===== src/dtr_pkg.sv =====
package dtr_pkg;
  // Register byte addresses (printed offsets are not all multiples of four: index x4)
  localparam logic [7:0] DTR_IDX_INT_TEMP = 8'h27;
  localparam logic [7:0] DTR_IDX_TEMP_CFG = 8'h4b;
  localparam logic [11:0] DTR_ADDR_INT_TEMP = 12'h09c;
  localparam logic [11:0] DTR_ADDR_TEMP_CFG = 12'h12c;
  // Own registers
  localparam logic [11:0] DTR_ADDR_CHAN_MODE = 12'h200;
  localparam logic [11:0] DTR_ADDR_REMOTE1 = 12'h204;
  localparam logic [11:0] DTR_ADDR_REMOTE2 = 12'h208;
  localparam logic [11:0] DTR_ADDR_CTRL = 12'h20c;
  localparam int DTR_ADDR_W = 12;
  localparam logic [7:0] DTR_CHAN_MODE_RST = 8'h00;
  localparam int DTR_CM_D2_BIT = 2;
  localparam int DTR_CFG_FRAC_LO = 6;
  localparam int DTR_CTRL_START_BIT = 0;
  localparam int DTR_AVG_N = 16;
  localparam int DTR_AVG_SHIFT = 4;
  localparam int DTR_ACC_W = 12;
  localparam int DTR_CLK_MHZ = 100;
  localparam int DTR_MEAS_TIME_US_X10 = 96000;
  localparam int DTR_MEAS_CYCLES = DTR_MEAS_TIME_US_X10 * DTR_CLK_MHZ / 10;
  localparam int DTR_STEP_CYCLES = DTR_MEAS_CYCLES / (2 * DTR_AVG_N);
  localparam logic [1:0] DTR_RESP_OKAY = 2'b00;
  localparam logic [1:0] DTR_RESP_SLVERR = 2'b10;

  typedef enum logic [1:0] {DTR_CH_INT, DTR_CH_R1, DTR_CH_R2} dtr_chan_e;
  typedef enum logic [1:0] {DTR_ST_IDLE, DTR_ST_LOW, DTR_ST_HIGH} dtr_state_e;

  // Converter sample handed in from the analog front end
  typedef struct packed {
    logic valid;
    logic [9:0] code;
  } dtr_sample_s;
endpackage : dtr_pkg


===== src/dtr_readout.sv =====
`timescale 1ns/1ps
module dtr_readout import dtr_pkg::*; #(
  parameter int MEAS_CYCLES = DTR_MEAS_CYCLES,
  parameter int STEP_CYCLES = DTR_STEP_CYCLES
) (
  // Clock and reset
  input wire logic aclk,
  input wire logic aresetn,
  // AXI4-Lite write
  input wire logic [DTR_ADDR_W-1:0] s_axi_awaddr,
  input wire logic s_axi_awvalid,
  output logic s_axi_awready,
  input wire logic [31:0] s_axi_wdata,
  input wire logic [3:0] s_axi_wstrb,
  input wire logic s_axi_wvalid,
  output logic s_axi_wready,
  output logic [1:0] s_axi_bresp,
  output logic s_axi_bvalid,
  input wire logic s_axi_bready,
  // AXI4-Lite read
  input wire logic [DTR_ADDR_W-1:0] s_axi_araddr,
  input wire logic s_axi_arvalid,
  output logic s_axi_arready,
  output logic [31:0] s_axi_rdata,
  output logic [1:0] s_axi_rresp,
  output logic s_axi_rvalid,
  input wire logic s_axi_rready,
  // Converter front end: on-chip sensor result, quarter degrees, signed
  input wire dtr_sample_s int_sample,
  // Converter front end: remote diode reading, signed, degrees
  input wire dtr_sample_s diode_sample,
  // Bias and channel select to the diode front end
  output logic bias_high,
  output logic diode_sel_two,
  output logic shared_pins_diode,
  output logic meas_busy
);
  logic [7:0] chan_mode_q;
  logic run_q;
  logic [7:0] int_temp_q;
  logic [1:0] int_frac_q;
  logic [5:0] cfg_low_q;
  logic [7:0] rem1_q;
  logic [7:0] rem2_q;
  logic aw_have_q, w_have_q;
  logic [DTR_ADDR_W-1:0] awaddr_q;
  logic [31:0] wdata_q;
  logic [3:0] wstrb_q;
  logic bvalid_q, rvalid_q;
  logic [1:0] bresp_q, rresp_q;
  logic [31:0] rdata_q;
  dtr_state_e st_q;
  dtr_chan_e ch_q;
  logic [31:0] tmr_q;
  logic [4:0] cyc_q;
  logic signed [9:0] low_q;
  logic signed [DTR_ACC_W-1:0] acc_q;
  logic signed [DTR_ACC_W-1:0] acc_sum;
  logic signed [DTR_ACC_W-1:0] acc_avg;
  logic step_done;
  logic wr_fire;

  function automatic logic [7:0] wr_byte(input logic [7:0] old, input logic [31:0] d,
                                         input logic [3:0] s);
    wr_byte = s[0] ? d[7:0] : old;
  endfunction : wr_byte

  assign wr_fire = aw_have_q && w_have_q && !bvalid_q;
  assign s_axi_awready = !aw_have_q && !bvalid_q;
  assign s_axi_wready = !w_have_q && !bvalid_q;
  assign s_axi_bvalid = bvalid_q;
  assign s_axi_bresp = bresp_q;
  assign s_axi_arready = !rvalid_q;
  assign s_axi_rvalid = rvalid_q;
  assign s_axi_rdata = rdata_q;
  assign s_axi_rresp = rresp_q;

  always_ff @(posedge aclk)
  begin
    if (!aresetn)
    begin
      aw_have_q <= 1'b0;
      w_have_q <= 1'b0;
      awaddr_q <= '0;
      wdata_q <= '0;
      wstrb_q <= '0;
    end
    else
    begin
      if (s_axi_awvalid && s_axi_awready)
      begin
        aw_have_q <= 1'b1;
        awaddr_q <= s_axi_awaddr;
      end
      else if (wr_fire)
        aw_have_q <= 1'b0;
      if (s_axi_wvalid && s_axi_wready)
      begin
        w_have_q <= 1'b1;
        wdata_q <= s_axi_wdata;
        wstrb_q <= s_axi_wstrb;
      end
      else if (wr_fire)
        w_have_q <= 1'b0;
    end
  end

  // Write response and writable registers
  always_ff @(posedge aclk)
  begin
    if (!aresetn)
    begin
      bvalid_q <= 1'b0;
      bresp_q <= DTR_RESP_OKAY;
      chan_mode_q <= DTR_CHAN_MODE_RST;
      run_q <= 1'b0;
      cfg_low_q <= '0;
    end
    else
    begin
      if (bvalid_q && s_axi_bready)
        bvalid_q <= 1'b0;
      if (wr_fire)
      begin
        bvalid_q <= 1'b1;
        bresp_q <= DTR_RESP_OKAY;
        unique case (awaddr_q[DTR_ADDR_W-1:2])
          DTR_ADDR_CHAN_MODE[DTR_ADDR_W-1:2]: chan_mode_q <= wr_byte(chan_mode_q, wdata_q, wstrb_q);
          DTR_ADDR_TEMP_CFG[DTR_ADDR_W-1:2]:
          begin
            // Fraction bits are read-only; only the low six bits are stored
            if (wstrb_q[0])
              cfg_low_q <= wdata_q[5:0];
          end
          DTR_ADDR_CTRL[DTR_ADDR_W-1:2]:
          begin
            if (wstrb_q[0])
              run_q <= wdata_q[DTR_CTRL_START_BIT];
          end
          DTR_ADDR_INT_TEMP[DTR_ADDR_W-1:2], DTR_ADDR_REMOTE1[DTR_ADDR_W-1:2],
          DTR_ADDR_REMOTE2[DTR_ADDR_W-1:2]: bresp_q <= DTR_RESP_OKAY;
          default: bresp_q <= DTR_RESP_SLVERR;
        endcase
      end
    end
  end

  // Read channel
  always_ff @(posedge aclk)
  begin
    if (!aresetn)
    begin
      rvalid_q <= 1'b0;
      rdata_q <= '0;
      rresp_q <= DTR_RESP_OKAY;
    end
    else if (s_axi_arvalid && s_axi_arready)
    begin
      rvalid_q <= 1'b1;
      rresp_q <= DTR_RESP_OKAY;
      rdata_q <= '0;
      unique case (s_axi_araddr[DTR_ADDR_W-1:2])
        DTR_ADDR_INT_TEMP[DTR_ADDR_W-1:2]: rdata_q[7:0] <= int_temp_q;
        DTR_ADDR_TEMP_CFG[DTR_ADDR_W-1:2]: rdata_q[7:0] <= {int_frac_q, cfg_low_q};
        DTR_ADDR_CHAN_MODE[DTR_ADDR_W-1:2]: rdata_q[7:0] <= chan_mode_q;
        DTR_ADDR_REMOTE1[DTR_ADDR_W-1:2]: rdata_q[7:0] <= rem1_q;
        DTR_ADDR_REMOTE2[DTR_ADDR_W-1:2]: rdata_q[7:0] <= rem2_q;
        DTR_ADDR_CTRL[DTR_ADDR_W-1:2]: rdata_q[1:0] <= {meas_busy, run_q};
        default: rresp_q <= DTR_RESP_SLVERR;
      endcase
    end
    else if (rvalid_q && s_axi_rready)
      rvalid_q <= 1'b0;
  end

  // On-chip sensor: integer degrees in two's complement, quarter degrees in the fraction
  always_ff @(posedge aclk)
  begin
    if (!aresetn)
    begin
      int_temp_q <= '0;
      int_frac_q <= '0;
    end
    else if (int_sample.valid)
    begin
      int_temp_q <= int_sample.code[9:2];
      int_frac_q <= int_sample.code[1:0];
    end
  end

  assign step_done = (tmr_q >= 32'(STEP_CYCLES - 1));
  assign acc_sum = acc_q + DTR_ACC_W'(diode_sample.code - low_q);
  assign acc_avg = acc_sum >>> DTR_AVG_SHIFT;
  assign bias_high = (st_q == DTR_ST_HIGH);
  // Gated by the mode bit so the shared pins are never biased once handed back
  assign diode_sel_two = (ch_q == DTR_CH_R2) && chan_mode_q[DTR_CM_D2_BIT];
  assign shared_pins_diode = chan_mode_q[DTR_CM_D2_BIT];
  assign meas_busy = (st_q != DTR_ST_IDLE);

  // Remote sequencer: 16 low/high bias pairs spread evenly over one measurement
  always_ff @(posedge aclk)
  begin
    if (!aresetn)
    begin
      st_q <= DTR_ST_IDLE;
      ch_q <= DTR_CH_R1;
      tmr_q <= '0;
      cyc_q <= '0;
      low_q <= '0;
      acc_q <= '0;
      rem1_q <= '0;
      rem2_q <= '0;
    end
    else if (ch_q == DTR_CH_R2 && !shared_pins_diode)
    begin
      // Pins returned to voltage use mid-measurement: the partial result is dropped
      st_q <= run_q ? DTR_ST_LOW : DTR_ST_IDLE;
      ch_q <= DTR_CH_R1;
      tmr_q <= '0;
      cyc_q <= '0;
      acc_q <= '0;
    end
    else
    begin
      unique case (st_q)
        DTR_ST_IDLE:
        begin
          tmr_q <= '0;
          cyc_q <= '0;
          acc_q <= '0;
          if (run_q)
            st_q <= DTR_ST_LOW;
        end
        DTR_ST_LOW:
        begin
          tmr_q <= step_done ? '0 : tmr_q + 32'd1;
          if (step_done)
          begin
            low_q <= signed'(diode_sample.code);
            st_q <= DTR_ST_HIGH;
          end
        end
        DTR_ST_HIGH:
        begin
          tmr_q <= step_done ? '0 : tmr_q + 32'd1;
          if (step_done)
          begin
            if (cyc_q == 5'(DTR_AVG_N - 1))
            begin
              // Truncating shift keeps the lower code for half-degree steps
              if (ch_q == DTR_CH_R2)
                rem2_q <= acc_avg[7:0];
              else
                rem1_q <= acc_avg[7:0];
              acc_q <= '0;
              cyc_q <= '0;
              if (ch_q == DTR_CH_R1 && shared_pins_diode)
                ch_q <= DTR_CH_R2;
              else
                ch_q <= DTR_CH_R1;
              st_q <= run_q ? DTR_ST_LOW : DTR_ST_IDLE;
            end
            else
            begin
              acc_q <= acc_sum;
              cyc_q <= cyc_q + 5'd1;
              st_q <= DTR_ST_LOW;
            end
          end
        end
        default: st_q <= DTR_ST_IDLE;
      endcase
    end
  end
endmodule : dtr_readout


===== config.mk =====
export PLATFORM = sky130hd
export DESIGN_NAME = dtr_readout
export DESIGN_NICKNAME = d
export VERILOG_FILES = /design/src/dtr_pkg.sv /design/src/dtr_readout.sv
export SDC_FILE = /design/constraint.sdc
export NUM_CORES = 1
export LEC_CHECK = 0
export BUFFER_PORTS_ARGS = -buffer_cell sky130_fd_sc_hd__buf_4
export CORE_MARGIN = 2
export CORE_UTILIZATION = 50
export CTS_CLUSTER_SIZE = 8
export DETAILED_ROUTE_END_ITERATION = 7
export GPL_TIMING_DRIVEN = 1
export PLACE_DENSITY = 0.73
export RECOVER_POWER = 50
export REMOVE_ABC_BUFFERS = 1
export SYNTH_ARGS = -nofsm -noshare
export SYNTH_HDL_FRONTEND = slang
export SYNTH_SLANG_ARGS = --single-unit

===== constraint.sdc =====
create_clock -name aclk -period 4.78 [get_ports aclk]
set_clock_uncertainty 0.05 [all_clocks]
set_input_delay 0.239 -clock aclk [delete_from_list [all_inputs] [get_ports aclk]]
set_output_delay 0.239 -clock aclk [all_outputs]
set_load 0.05 [all_outputs]

Word-level counts from Yosys, hierarchy flattened:

Cells that the tools add are included.

* multiplexer cells: 27
* bitwise logic cells: 3
* magnitude comparators: 1
* divide/modulo/power cells: 0
* add/sub/neg operators: 4
* shifts and indexed selects: 0
* eq/ne operators: 21
* multipliers: 0
* reduce and logical (&&, ||, !) cells: 38

Operators with widths (number)
* $eq 10x8->1 const B: 8
* $pmux 32 s2: 1
* $add 32x1->32 const B: 1
* $ge 32x15->1 const B: 1
* $mux 32: 1
* $pmux 6 s5: 1
* $mux 12: 2
* $pmux 12 s2: 1
* $eq 10x6->1 const B: 2
* $eq 10x7->1 const B: 2
* $reduce_and 3->1: 6
* $mux 2: 7
* $reduce_bool 2->1: 7
* $add 12x12->12: 1
* $logic_and 1x1->1: 12
* $pmux 2 s6: 1
* $reduce_or 6->1: 2
* $sub 10x10->11: 1
* $mux 5: 2
* $pmux 5 s2: 1
* $reduce_and 5->1: 2
* $mux 1: 9
* $ne 3x3->1 const B: 2
* $pmux 2 s3: 1
* other kinds (11): 20

* memory bits (writable): 0
* ROM bits: 0
* output and inout port bits: 45
* memories kept: 0
* flip-flop bits (word level): 141
* bits in latches: 0
* logic and storage cells: 117
* input port bits: 89

Depth between registers and ports, before layout:

Gate-level depths: netlist (run 1).

* depth in word-level cells: 5
* mapped depth: 16
* mapped depth without buffers: 16

Worst setup path before layout (run 1):

Ideal clock, no wire load.

* path kind: register -> register
* from: reg low_q[0]
* to: reg acc_q[11]
* slack: 1468 ps
* clock period less this slack: 3312 ps
* data required time: 4658 ps
* cell stages (with the launch flop): 16
* buffers on the path: 0
* setup time: 72 ps
* arrival: 3190 ps
* path through: dfxtp_1 > ha_1 > fa_1 > nand2b_1 > a21oi_1 > nand3_1 > nand2_1 > xor2_1 > ha_1 > a211o_1 > a2111oi_0 > nor3_1 > a41o_1 > xnor3_1 > nand2b_1 > a21oi_1

* longest elaborated chain between the ends: 5

Ends and longest elaborated chain
* from (decl): RTL line dtr_readout.sv:56 `logic signed [9:0] low_q;`
* from (signal assigned): RTL line dtr_readout.sv:239 `low_q <= signed'(diode_sample.code);`
* $sub 10x10->11: RTL line dtr_readout.sv:192 `assign acc_sum = acc_q + DTR_ACC_W'(diode_sample.code - low_q);`
* $add 12x12->12: RTL line dtr_readout.sv:192
* $mux 12: RTL line dtr_readout.sv:248 `if (cyc_q == 5'(DTR_AVG_N - 1))`
* $mux 12: RTL line dtr_readout.sv:246 `if (step_done)`
* $pmux 12 s2: RTL line dtr_readout.sv:225 `unique case (st_q)`
* to (signal assigned): RTL line dtr_readout.sv:265 `acc_q <= acc_sum;`
* to (decl): RTL line dtr_readout.sv:57 `logic signed [DTR_ACC_W-1:0] acc_q;`

Every way passes these cells. The select of a mux whose other input is x is not followed.
A chain may end at the register's enable or synchronous reset.

Worst setup path in the final report (run 1):

* from: reg low_q[1]
* to: reg acc_q[11]

The elaborated chain is that of the path after synthesis.

==> metrics.txt, run 1 <==
post-layout util=59.8%; Largest stage delay, worst path=0.42 ns; Final Instance Count excl. Fillers=1078; Hold WC Path Type=in2reg; Placer Congestion=0.810; overall routing resource usage=20.2%; initial antenna violation count=0; Skew-Pair Late Insertion Delay=0.41 ns; vias in the first global route=5110; DR top layer=met4; final setup fails=0; PwrDens=356 mW/mm^2; Critical Path Source Type=flip-flop; number of port buffers=75; max-slew violations=72; DR WL met3=516 microns; max_slew headroom=-112%; reg-to-reg startpoint=low_q[1]$_SDFFE_PN0P_; H-tree depth=4; GRT overflow=0; WL met2=6650 microns; Initial Utilization=51.3%; simple-gate share of the synthesized area=22.1%; Post-Synth Adder-Cell Area=5.57%; pre-CTS setup slack=1.09 ns; diode count=0; status=complete, but fails checks; setup TNS=0 ns; min cycle time layout=3.72 ns; mux share of post-synthesis cell area=5.46%; largest net degree at the start of global routing=72; HP Start=int_sample[0]; slowest stage cell, crit path=a2111oi_0; cells after synthesis=816; routed vias/inst=5.28; Final nets=1007; clock sinks=137; Yosys top cell area share=40.4%; final WL=14300 microns; Post-Synth XOR/XNOR Area=5.36%; CTS Buf Count=17; worst path required time=5.06 ns; period utilisation layout=77.8%; area leader, netlist=dfxtp_1; WL met1=6960 microns; std cell rows=42; top post-synthesis cells by area=dfxtp_1 40%, nor2_1 6.2%, nand2_1 5.5%; Root Buffer=clkbuf_16; Compound-Gate Fraction of Synth Area=15.0%; critical-path cell list=inv_1 > ha_1 > nor2b_1 > o21ai_0 > a21boi_0 > o21ai_0 > a21oi_1 > xor2_1 > ha_1 > o21a_1 > a2111oi_0 > nor3_1 > a41o_1 > xnor3_1 > nand2b_1 > a21oi_1; # DRC=0; Synth top cells by count=137 x dfxtp_1, 113 x nor2_1, 100 x nand2_1, 60 x a21oi_1, 39 x o21ai_0; Cell Int Power=2070 uW; first-pass GRT wire length=23700 microns; CP Launch Point=low_q[1]$_SDFFE_PN0P_; Worst setup EP type=flip-flop; CP arrival=4.00 ns; Async SR Flop Fraction=0%; share of cells above drive strength 1=10.4%; switch share=26.4%; Setup WS post-layout=1.06 ns; WL per Instance=13.3 microns; Sw Pwr=743 uW; post-route ant nets=0; core area=0.0132 sq mm; buffers plus inverters on the worst setup path=1; max cap viols=1; Yosys cell types=59; die area=0.0145 sq mm; Reg power frac=42.2%; Synth Warn #=0; Comb pwr share=10.7%; total power draw=2820 uW; Max Freq=269 MHz; via count=5692; crit path kind=reg2reg; RSZ-0062 raised after global routing=no; clk slew on worst S/H paths=0.06 ns; DRT iter0 DRCs=341; Pre-antenna DRT Iters=7; slew of the pin with the lowest slew margin=3.18 ns; area of the mapped netlist=0.00679 sq mm; Seq/Total Area, Yosys=40.4%; Leak Pwr=0.00313 uW; Mean Syn Cell Area=8.32 sq um; most frequent cell after synthesis=dfxtp_1; I/O pins=134; final hold violation count=0; Clock Power Share=47.1%; failing checks=capacitance limit, slew limit; CTS tree=done; Die W=121 microns; die span in y=121 microns; EDFF count, synth=0; Max Buffers Root-to-Sink=2; Crit Path Max Fanout=5; Final HPWL DP=10200 microns; placed cells=1044; Synth Flop Type=dfxtp_1; Crit path max-delay family=compound AO/OA/AOI/OAI gates; Worst VDD drop=0.277 mV; main combinational cell family by area after synthesis=simple AND/OR/NAND/NOR gates; area delta synth->final=16.7%; Yosys reg bits=137
[worst reg2reg max path, cell delays in order, from the launching register on]
cell	delay, ns
dfxtp_1	0.37
inv_1	0.06
ha_1	0.26
nor2b_1	0.12
o21ai_0	0.21
a21boi_0	0.16
o21ai_0	0.24
a21oi_1	0.16
xor2_1	0.17
ha_1	0.35
o21a_1	0.20
a2111oi_0	0.42
nor3_1	0.11
a41o_1	0.22
xnor3_1	0.23
nand2b_1	0.17
a21oi_1	0.14
[layout make-up]
cell class                 count  area [sq um]
clock buffer                  19           453
clock inverter                13           154
fill                        1232          5320
inverter                      31           116
multi-input combinational    623          3710
sequential                   137          2740
tap                          176           220
timing repair buffer          79           523
[path summary, 6_finish.rpt]
| kind | to | slack, ns | cells past startpoint |
|---|---|---|---|
| max | acc_q[11]$_SDFFE_PP0P_ | 1.06 | 16 |
| min | int_frac_q[0]$_SDFFE_PN0P_ | 0.02 | 3 |
| max reg2reg | acc_q[11]$_SDFFE_PP0P_ | 1.06 | 16 |
| min reg2reg | rem1_q[1]$_SDFFE_PN0P_ | 0.40 | 2 |
[cells by family after synthesis]
logic type / Yosys count
AND/OR/NAND/NOR: 327
AO/OA/AOI/OAI: 164
flip-flops: 137
buffers and inverters: 81
XOR/XNOR: 40
multiplexers: 37
adder cells (fa/ha/maj): 29
other: 1
[metrics by stage]
step	cell area (sq um)	hold WS, ns
after CTS	8010	0.000258
final	7920	0.0152
after floorplan	6590	0.288
after detailed placement	7390	0.376
after global routing	7920	0.00345
after global placement	7390	0.373
[registers in the layout, indices dropped and copies added (netlist names), 2 cells and up]
| signal | flops |
|---|---|
| acc_q | 12 |
| awaddr_q | 10 |
| cfg_low_q | 6 |
| ch_q | 2 |
| chan_mode_q | 8 |
| cyc_q | 5 |
| int_frac_q | 2 |
| int_temp_q | 8 |
| low_q | 10 |
| rem1_q | 8 |
| rem2_q | 8 |
| s_axi_rdata | 8 |
| st_q | 2 |
| tmr_q | 32 |
| wdata_q | 8 |
[per-layer routing]
metal / up-vias / track usage, %
met1: 2644 / 26.9
met5: - / 0
met2: 97 / 32.2
li1: 2941 / -
met4: 0 / 5.74
met3: 10 / 5.24
[cell usage in the layout, fill, tap and decap left out, types with 15 or more instances in the layout]
cell	n
nor2_1	113
dfxtp_1	137
a22oi_1	15
xor2_1	18
clkbuf_16	17
nand2_1	100
ha_1	27
o21ai_0	39
clkbuf_1	20
xnor2_1	21
inv_1	30
mux2i_1	37
conb_1	26
buf_4	56
a21oi_1	60
nand3_1	27
[timing repair]
item,4_1_cts,5_1_grt
hold endpoints to repair,2,0
setup buffers,0,0
hold buffers,2,0
gates resized for setup,0,0
[power by group through the flow]
stage               Clock, uW  Combinational [uW]  Sequential [uW]
finish                   1330                 302             1190
global route             1400                 332             1190
CTS                      1350                 311             1190
detailed placement          0                 309             1210
global placement            0                 306             1210
floorplan                   0                 189             1230
Note: power is estimated with default switching activity, not from simulation.
==> run 2: changes to the inputs <==
--- a/config.mk
+++ b/config.mk
@@ -11,7 +11,7 @@
 export CTS_CLUSTER_SIZE = 8
 export DETAILED_ROUTE_END_ITERATION = 7
 export GPL_TIMING_DRIVEN = 1
-export PLACE_DENSITY = 0.73
+export PLACE_DENSITY = 0.76
 export RECOVER_POWER = 50
 export REMOVE_ABC_BUFFERS = 1
 export SYNTH_ARGS = -nofsm -noshare
==> constraint.sdc (replaced) <==
create_clock -name aclk -period 3 [get_ports aclk]
set_clock_uncertainty 0.05 [all_clocks]
set_input_delay 0.15 -clock aclk [delete_from_list [all_inputs] [get_ports aclk]]
set_output_delay 0.15 -clock aclk [all_outputs]
set_load 0.05 [all_outputs]
==> metrics.txt, run 2 (synthesized netlist as in run 1, its figures left out) <==
DRT iter0 DRCs=416 (+22%); final WL=16600 microns (+16%); setup TNS=-0.561 ns (-0.561 ns); vias in the first global route=5759 (+13%); Max Freq=314 MHz (+17%); Crit Path Max Fanout=2 (-3); max cap viols=0 (-1); HP Start=aresetn; Worst VDD drop=0.451 mV (+63%); FILL cells=1072 (-13%); Comb pwr share=12.8% (+2.1 points); std cell rows=42 (unchanged); Setup WS post-layout=-0.181 ns (-1.24 ns); Skew-Pair Late Insertion Delay=0.43 ns (+0.02 ns); Hold WC Path Type=in2reg; placed cells=1073 (+2.8%); Max Buffers Root-to-Sink=2 (unchanged); Final nets=1079 (+7.1%); CP Launch Point=low_q[0]$_SDFFE_PN0P_; clock sinks=137 (unchanged); slew of the pin with the lowest slew margin=1.20 ns (-1.98 ns); Worst setup EP type=flip-flop; CTS tree=done; Initial Utilization=51.3% (unchanged); Reg power frac=40.8% (-1.4 points); reg-to-reg startpoint=low_q[0]$_SDFFE_PN0P_; post-route ant nets=0 (unchanged); Final Instance Count excl. Fillers=1150 (+6.7%); routed vias/inst=5.39 (+2.0%); # DRC=0 (unchanged); diode count=0 (unchanged); die area=0.0145 sq mm (unchanged); largest net degree at the start of global routing=61 (-15%); number of port buffers=75 (unchanged); worst path required time=3.30 ns (-1.76 ns); switch share=27.2% (+0.76 points); crit path kind=reg2reg; GRT overflow=0 (unchanged); initial antenna violation count=0 (unchanged); H-tree depth=4 (unchanged); CTS Buf Count=17 (unchanged); die span in y=121 microns (unchanged); overall routing resource usage=23.2% (+3.0 points); Root Buffer=clkbuf_16; share of cells above drive strength 1=17.1% (+6.7 points); Placer Congestion=0.836 (+3.3%); failing checks=setup timing; Leak Pwr=0.00354 uW (+13%); max-slew violations=0 (-100%); clk slew on worst S/H paths=0.06 ns (about the same); CP arrival=3.48 ns (-0.52 ns); status=complete, but fails checks; Final HPWL DP=10600 microns (+4.8%); first-pass GRT wire length=26900 microns (+14%); area delta synth->final=29.7%; final hold violation count=0 (unchanged); core area=0.0132 sq mm (unchanged); most frequent cells in the layout=135 x dfxtp_1, 112 x nor2_1, 99 x nand2_1, 87 x buf_4, 50 x a21oi_1; most common cell after layout, fill and taps aside=dfxtp_1; Top reg by flops=tmr_q; min cycle time layout=3.18 ns (-0.538 ns); number of flip-flops in the largest register=32 (unchanged); Cell Int Power=3380 uW (+63%); via count=6194 (+8.8%); RSZ-0062 raised after global routing=yes; period utilisation layout=106% (+28 points); Critical Path Source Type=flip-flop; Pre-antenna DRT Iters=4 (-3); Die W=121 microns (unchanged); Sw Pwr=1260 uW (+69%); final setup fails=6 (+6); WL per Instance=14.5 microns (+9.1%); I/O pins=134 (unchanged); Clock Power Share=46.3% (-0.8 points); top flop regs=tmr_q x32, acc_q x12; PwrDens=527 mW/mm^2 (+48%); max_slew headroom=19.8% (+130 points)
-- run 2: cell types whose count changed in the layout (fill, tap and decap cells not counted), sizes merged --
cell         delta
dlygate4sd3    +40
buf            +33
clkinv          -3
inv             +1
clkbuf          -1
clkinvlp        +2
-- run 2: worst paths after layout --
| kind | to | slack, ns | depth (start not counted) |
|---|---|---|---|
| hold reg to reg | wdata_q[6]$_SDFFE_PN0P_ | 0.41 | 2 |
| hold / removal | s_axi_bresp[1]$_SDFFE_PN0P_ | 0.06 | 3 |
| setup reg to reg | acc_q[11]$_SDFFE_PP0P_ | -0.18 | 15 |
| setup / recovery | acc_q[11]$_SDFFE_PP0P_ | -0.18 | 15 |
-- run 2: cell type report --
cell class                      instances  area [sq um]  share of cell area, %
Inverter                               31           116                   1.32
Multi-Input combinational cell        623          3940                   44.7
Tap cell                              176           220                   2.50
Timing Repair Buffer                  151          1180                   13.4
Clock buffer                           19           453                   5.14
Clock inverter                         13           156                   1.78
Sequential cell                       137          2750                   31.2
-- run 2: metrics by stage --
step | worst slack (ns) | total power, uW | cell area, sq um | utilization, % | hold WS (ns)
final | -0.181 | 4640 | 8800 | 66.5 | 0.0552
after global placement | -0.387 | 2450 | 7600 | 57.4 | 0.286
after global routing | -0.354 | 4810 | 8800 | 66.5 | 0.0505
after floorplan | -0.328 | 2260 | 6590 | - | 0.199
after CTS | -0.257 | 4650 | 8770 | 66.2 | 0.0361
after detailed placement | -0.540 | 2450 | 7600 | 57.4 | 0.295
-- run 2: power by group through the flow --
stage | combinational (uW) | clock, uW | sequential [uW]
after detailed placement | 521 | 0 | 1930
after global placement | 516 | 0 | 1930
after floorplan | 302 | 0 | 1960
final | 595 | 2150 | 1900
after CTS | 583 | 2170 | 1890
after global routing | 644 | 2270 | 1900
-- run 2: worst max-delay path, stage by stage, from the launching register on --
cell and delay, ns:
dfxtp_2 0.33, ha_4 0.16, fa_2 0.33, nand2b_4 0.15
a21oi_4 0.12, nand3_1 0.09, nand2_1 0.09, xor2_1 0.15
ha_1 0.26, a211o_1 0.31, a2111oi_4 0.31, nor3_1 0.08
a41o_1 0.21, xnor3_1 0.19, nand2b_4 0.15, a21oi_2 0.12
-- run 2: layer usage --
layer / GRT usage, % / up-vias / share of wire, %
li1: - / 3074 / -
met1: 29.3 / 2940 / 44
met2: 37.7 / 147 / 50
met3: 5.47 / 33 / 4.2
met4: 10.2 / 0 / 2.4
met5: 0 / - / 0
-- run 2: repair_timing --
action                     in CTS  in global routing
hold endpoints to repair       41                  0
pin swaps                      10                 17
hold buffers                   42                  0
setup endpoints to repair      17                 21
buffers inserted                3                  2
resized for setup              28                 28
==> run 3: changes to the inputs <==
--- a/config.mk
+++ b/config.mk
@@ -5,13 +5,14 @@
 export SDC_FILE = /design/constraint.sdc
 export NUM_CORES = 1
 export LEC_CHECK = 0
+export ABC_AREA = 1
 export BUFFER_PORTS_ARGS = -buffer_cell sky130_fd_sc_hd__buf_4
 export CORE_MARGIN = 2
 export CORE_UTILIZATION = 50
 export CTS_CLUSTER_SIZE = 8
 export DETAILED_ROUTE_END_ITERATION = 7
 export GPL_TIMING_DRIVEN = 1
-export PLACE_DENSITY = 0.76
+export PLACE_DENSITY = 0.73
 export RECOVER_POWER = 50
 export REMOVE_ABC_BUFFERS = 1
 export SYNTH_ARGS = -nofsm -noshare
==> constraint.sdc (replaced) <==
create_clock -name aclk -period 3.6 [get_ports aclk]
set_clock_uncertainty 0.05 [all_clocks]
set_input_delay 0.18 -clock aclk [delete_from_list [all_inputs] [get_ports aclk]]
set_output_delay 0.18 -clock aclk [all_outputs]
set_load 0.05 [all_outputs]
==> metrics.txt, run 3 <==
status=complete, but fails checks; failing checks=capacitance limit, slew limit; number of flip-flops in the largest register=32 (unchanged); slowest stage cell, crit path=dlygate4sd3_1; routed vias/inst=4.98 (-7.6%); die span in y=124 microns (+3.1%); vias in the first global route=6326 (+9.8%); CP arrival=3.22 ns (-0.26 ns); most frequent CP cell=nor2_1; via count=6648 (+7.3%); top post-synthesis cells by area=dfxtp_1 38%, nor2_1 10%, nand2_1 9.7%; most frequent cell after synthesis=nor2_1; diode count=0 (unchanged); Sequential Area=0.00274 sq mm (about the same); max-slew violations=38 (+38); Crit Path Max Fanout=4 (+2); worst path required time=3.85 ns (+0.55 ns); RSZ-0062 raised after global routing=no; DRT iter0 DRCs=467 (+12%); area leader, netlist=dfxtp_1; std cell rows=43 (+2.4%); first-pass GRT wire length=28200 microns (+4.7%); GRT overflow=0 (unchanged); largest net degree at the start of global routing=64 (+4.9%); final setup fails=0 (-6); reg2reg setup slack=0.68 ns (+0.86 ns); overall routing resource usage=21.8% (-1.3 points); Mean Syn Cell Area=6.90 sq um (-17%); CP endpoint=rem1_q[7]$_SDFFE_PN0P_; Async SR Flop Fraction=0% (unchanged); Yosys reg bits=137 (unchanged); Hold WC Path Type=in2reg; multi-input logic area=0.00375 sq mm (-4.6%); Max Freq=338 MHz; CP Launch Point=diode_sample[4]; period utilisation layout=82.2%; CTS tree=done; Top reg by flops=tmr_q; Yosys cell types=50 (-15%); clock sinks=137 (unchanged); max_slew headroom=-12.4% (-32 points); I/O pins=134 (unchanged); post-route ant nets=0 (unchanged); hold_ws=0.0102 ns (-0.0449 ns); Seq/Total Area, Yosys=37.9% (-2.5 points); H-tree depth=4 (unchanged); Setup WS post-layout=0.639 ns (+0.820 ns); initial antenna violation count=0 (unchanged); FF-to-FF End=rem1_q[7]$_SDFFE_PN0P_; reg-to-reg startpoint=low_q[2]$_SDFFE_PN0P_; FF-to-FF path depth=17 (+2); FILL cells=1321 (+23%); Largest stage delay, worst path=0.53 ns (+0.20 ns); Synth Flop Type=dfxtp_1; max cap viols=1 (+1); clk slew on worst S/H paths=0.06 ns (about the same); Final HPWL DP=11700 microns (+9.5%); EDFF count, synth=0 (unchanged); CTS resizes=0 (-100%); slew of the pin with the lowest slew margin=1.69 ns (+0.483 ns); Final nets=1262 (+17%); min cycle time layout=2.96 ns; pre-CTS setup slack=0.739 ns (+1.28 ns); die area=0.0154 sq mm (+6.3%); most frequent cells in the layout=195 x nor2_1, 186 x nand2_1, 137 x dfxtp_1, 125 x inv_1, 76 x o21ai_0; Pre-antenna DRT Iters=5 (+1); Synth top cells by count=195 x nor2_1, 186 x nand2_1, 137 x dfxtp_1, 125 x inv_1, 76 x o21ai_0; Worst setup EP type=flip-flop; most common cell after layout, fill and taps aside=nor2_1; setup TNS=0 ns (+0.561 ns); Yosys top cell area share=37.9% (-2.5 points); CTS Buf Count=17 (unchanged); top flop regs=tmr_q x32, acc_q x12; Max Buffers Root-to-Sink=2 (unchanged); area of the mapped netlist=0.00723 sq mm (+6.5%); # DRC=0 (unchanged); Critical Path Source Type=primary input; share of cells above drive strength 1=9.43% (-7.7 points); Die W=124 microns (+3.1%); Synth Warn #=0 (unchanged); final WL=16600 microns (-0.43%); Leak Pwr=0.00396 uW (+12%); crit path kind=in2reg; Placer Congestion=0.886 (+6.0%); Skew-Pair Late Insertion Delay=0.42 ns (about the same); WL per Instance=12.4 microns (-14%); Root Buffer=clkbuf_16; number of port buffers=75 (unchanged); cells after synthesis=1047 (+28%); placed cells=1273 (+19%); area delta synth->final=20.1%; final hold violation count=0 (unchanged); PwrDens=473 mW/mm^2 (-10%); Worst VDD drop=0.364 mV (-19%); Initial Utilization=51.7% (+0.42 points); core area=0.0140 sq mm (+5.6%); Final Instance Count excl. Fillers=1336 (+16%); critical-path cell list=dlygate4sd3_1 > buf_4 > ha_1 > a21oi_1 > o21ai_0 > a21oi_1 > o21ai_0 > xor2_1 > ha_1 > nand2_1 > nor2_1 > nand2_1 > nor2_1 > nor2_1 > nand3_1 > nand2_1 > nor2_1 > nor2_1
[run 3: cell count changes after synthesis, moves of 10 or more]
cell and delta:
nand2b_1 -10, xnor2_1 -13, a221oi_1 -10, nand2_1 +86
mux2i_1 -37, and2_1 -11, nor2b_1 -11, o21ai_0 +37
nor3_1 +12, nor2_1 +82, inv_1 +95, nand3_1 +32
a22oi_1 -14
[run 3: area by class of cell]
class,instances,share of cell area [%]
tap,180,2.59
sequential,137,31.6
clock buffer,19,5.22
clock inverter,12,2.28
timing repair buffer,109,9.52
inverter,129,5.58
multi-input combinational,750,43.2
[run 3: per-layer routing]
metal	routed length [microns]	GRT usage (%)	vias to the layer above
met4	225	6.41	0
li1	-	-	3495
met2	7950	37.0	135
met3	713	5.16	21
met1	7690	27.7	2997
met5	0	0	-
[run 3: where the power goes]
| part | switching, uW | internal [uW] |
|---|---|---|
| combinational | 402 | 179 |
| sequential | 34.6 | 1560 |
| clock | 667 | 1260 |
| total | 1100 | 3000 |
[run 3: repair_timing]
action | in CTS | in global routing
buffers inserted | 0 | 0
hold endpoints to repair | 32 | 0
setup endpoints to repair | 0 | 0
hold buffers | 32 | 0
[run 3: kinds of logic after synthesis]
kind of cell	Yosys count	synth area share [%]
flops	137	37.9
simple gates	501	30.1
buf+inv	185	11.4
fa+ha+maj	29	5.23
other cells	1	0.0519
compound gates	172	12.6
xor+xnor	22	2.67
[run 3: worst min-delay path by stage]
stage | startpoint | slack [ns] | end | depth (start not counted)
after floorplan | aresetn | 0.25 | s_axi_rvalid$_SDFFE_PN0P_ | 1
after global placement | int_sample[1] | 0.35 | int_frac_q[1]$_SDFFE_PN0P_ | 3
after detailed placement | int_sample[6] | 0.36 | int_temp_q[4]$_SDFFE_PN0P_ | 3
after CTS | diode_sample[5] | 0.0005 | low_q[5]$_SDFFE_PN0P_ | 3
after global routing | s_axi_wdata[4] | 0.02 | wdata_q[4]$_SDFFE_PN0P_ | 3
final | diode_sample[5] | 0.01 | low_q[5]$_SDFFE_PN0P_ | 3
[run 3: worst max-delay path, delay by kind of cell]
family / cells / cell delay [ns]
buffers and inverters: 2 / 0.67
AND/OR/NAND/NOR: 9 / 0.85
adder cells (fa/ha/maj): 2 / 0.71
AO/OA/AOI/OAI: 4 / 0.64
XOR/XNOR: 1 / 0.16
[run 3: through the flow]
stage,area (sq um),power (uW),util (%)
5_1_grt,8680,4270,62.1
4_1_cts,8760,4150,62.6
2_1_floorplan,6990,2010,-
6_report,8680,4110,62.1
3_5_place_dp,7790,2190,55.7
3_3_place_gp,7790,2190,55.7
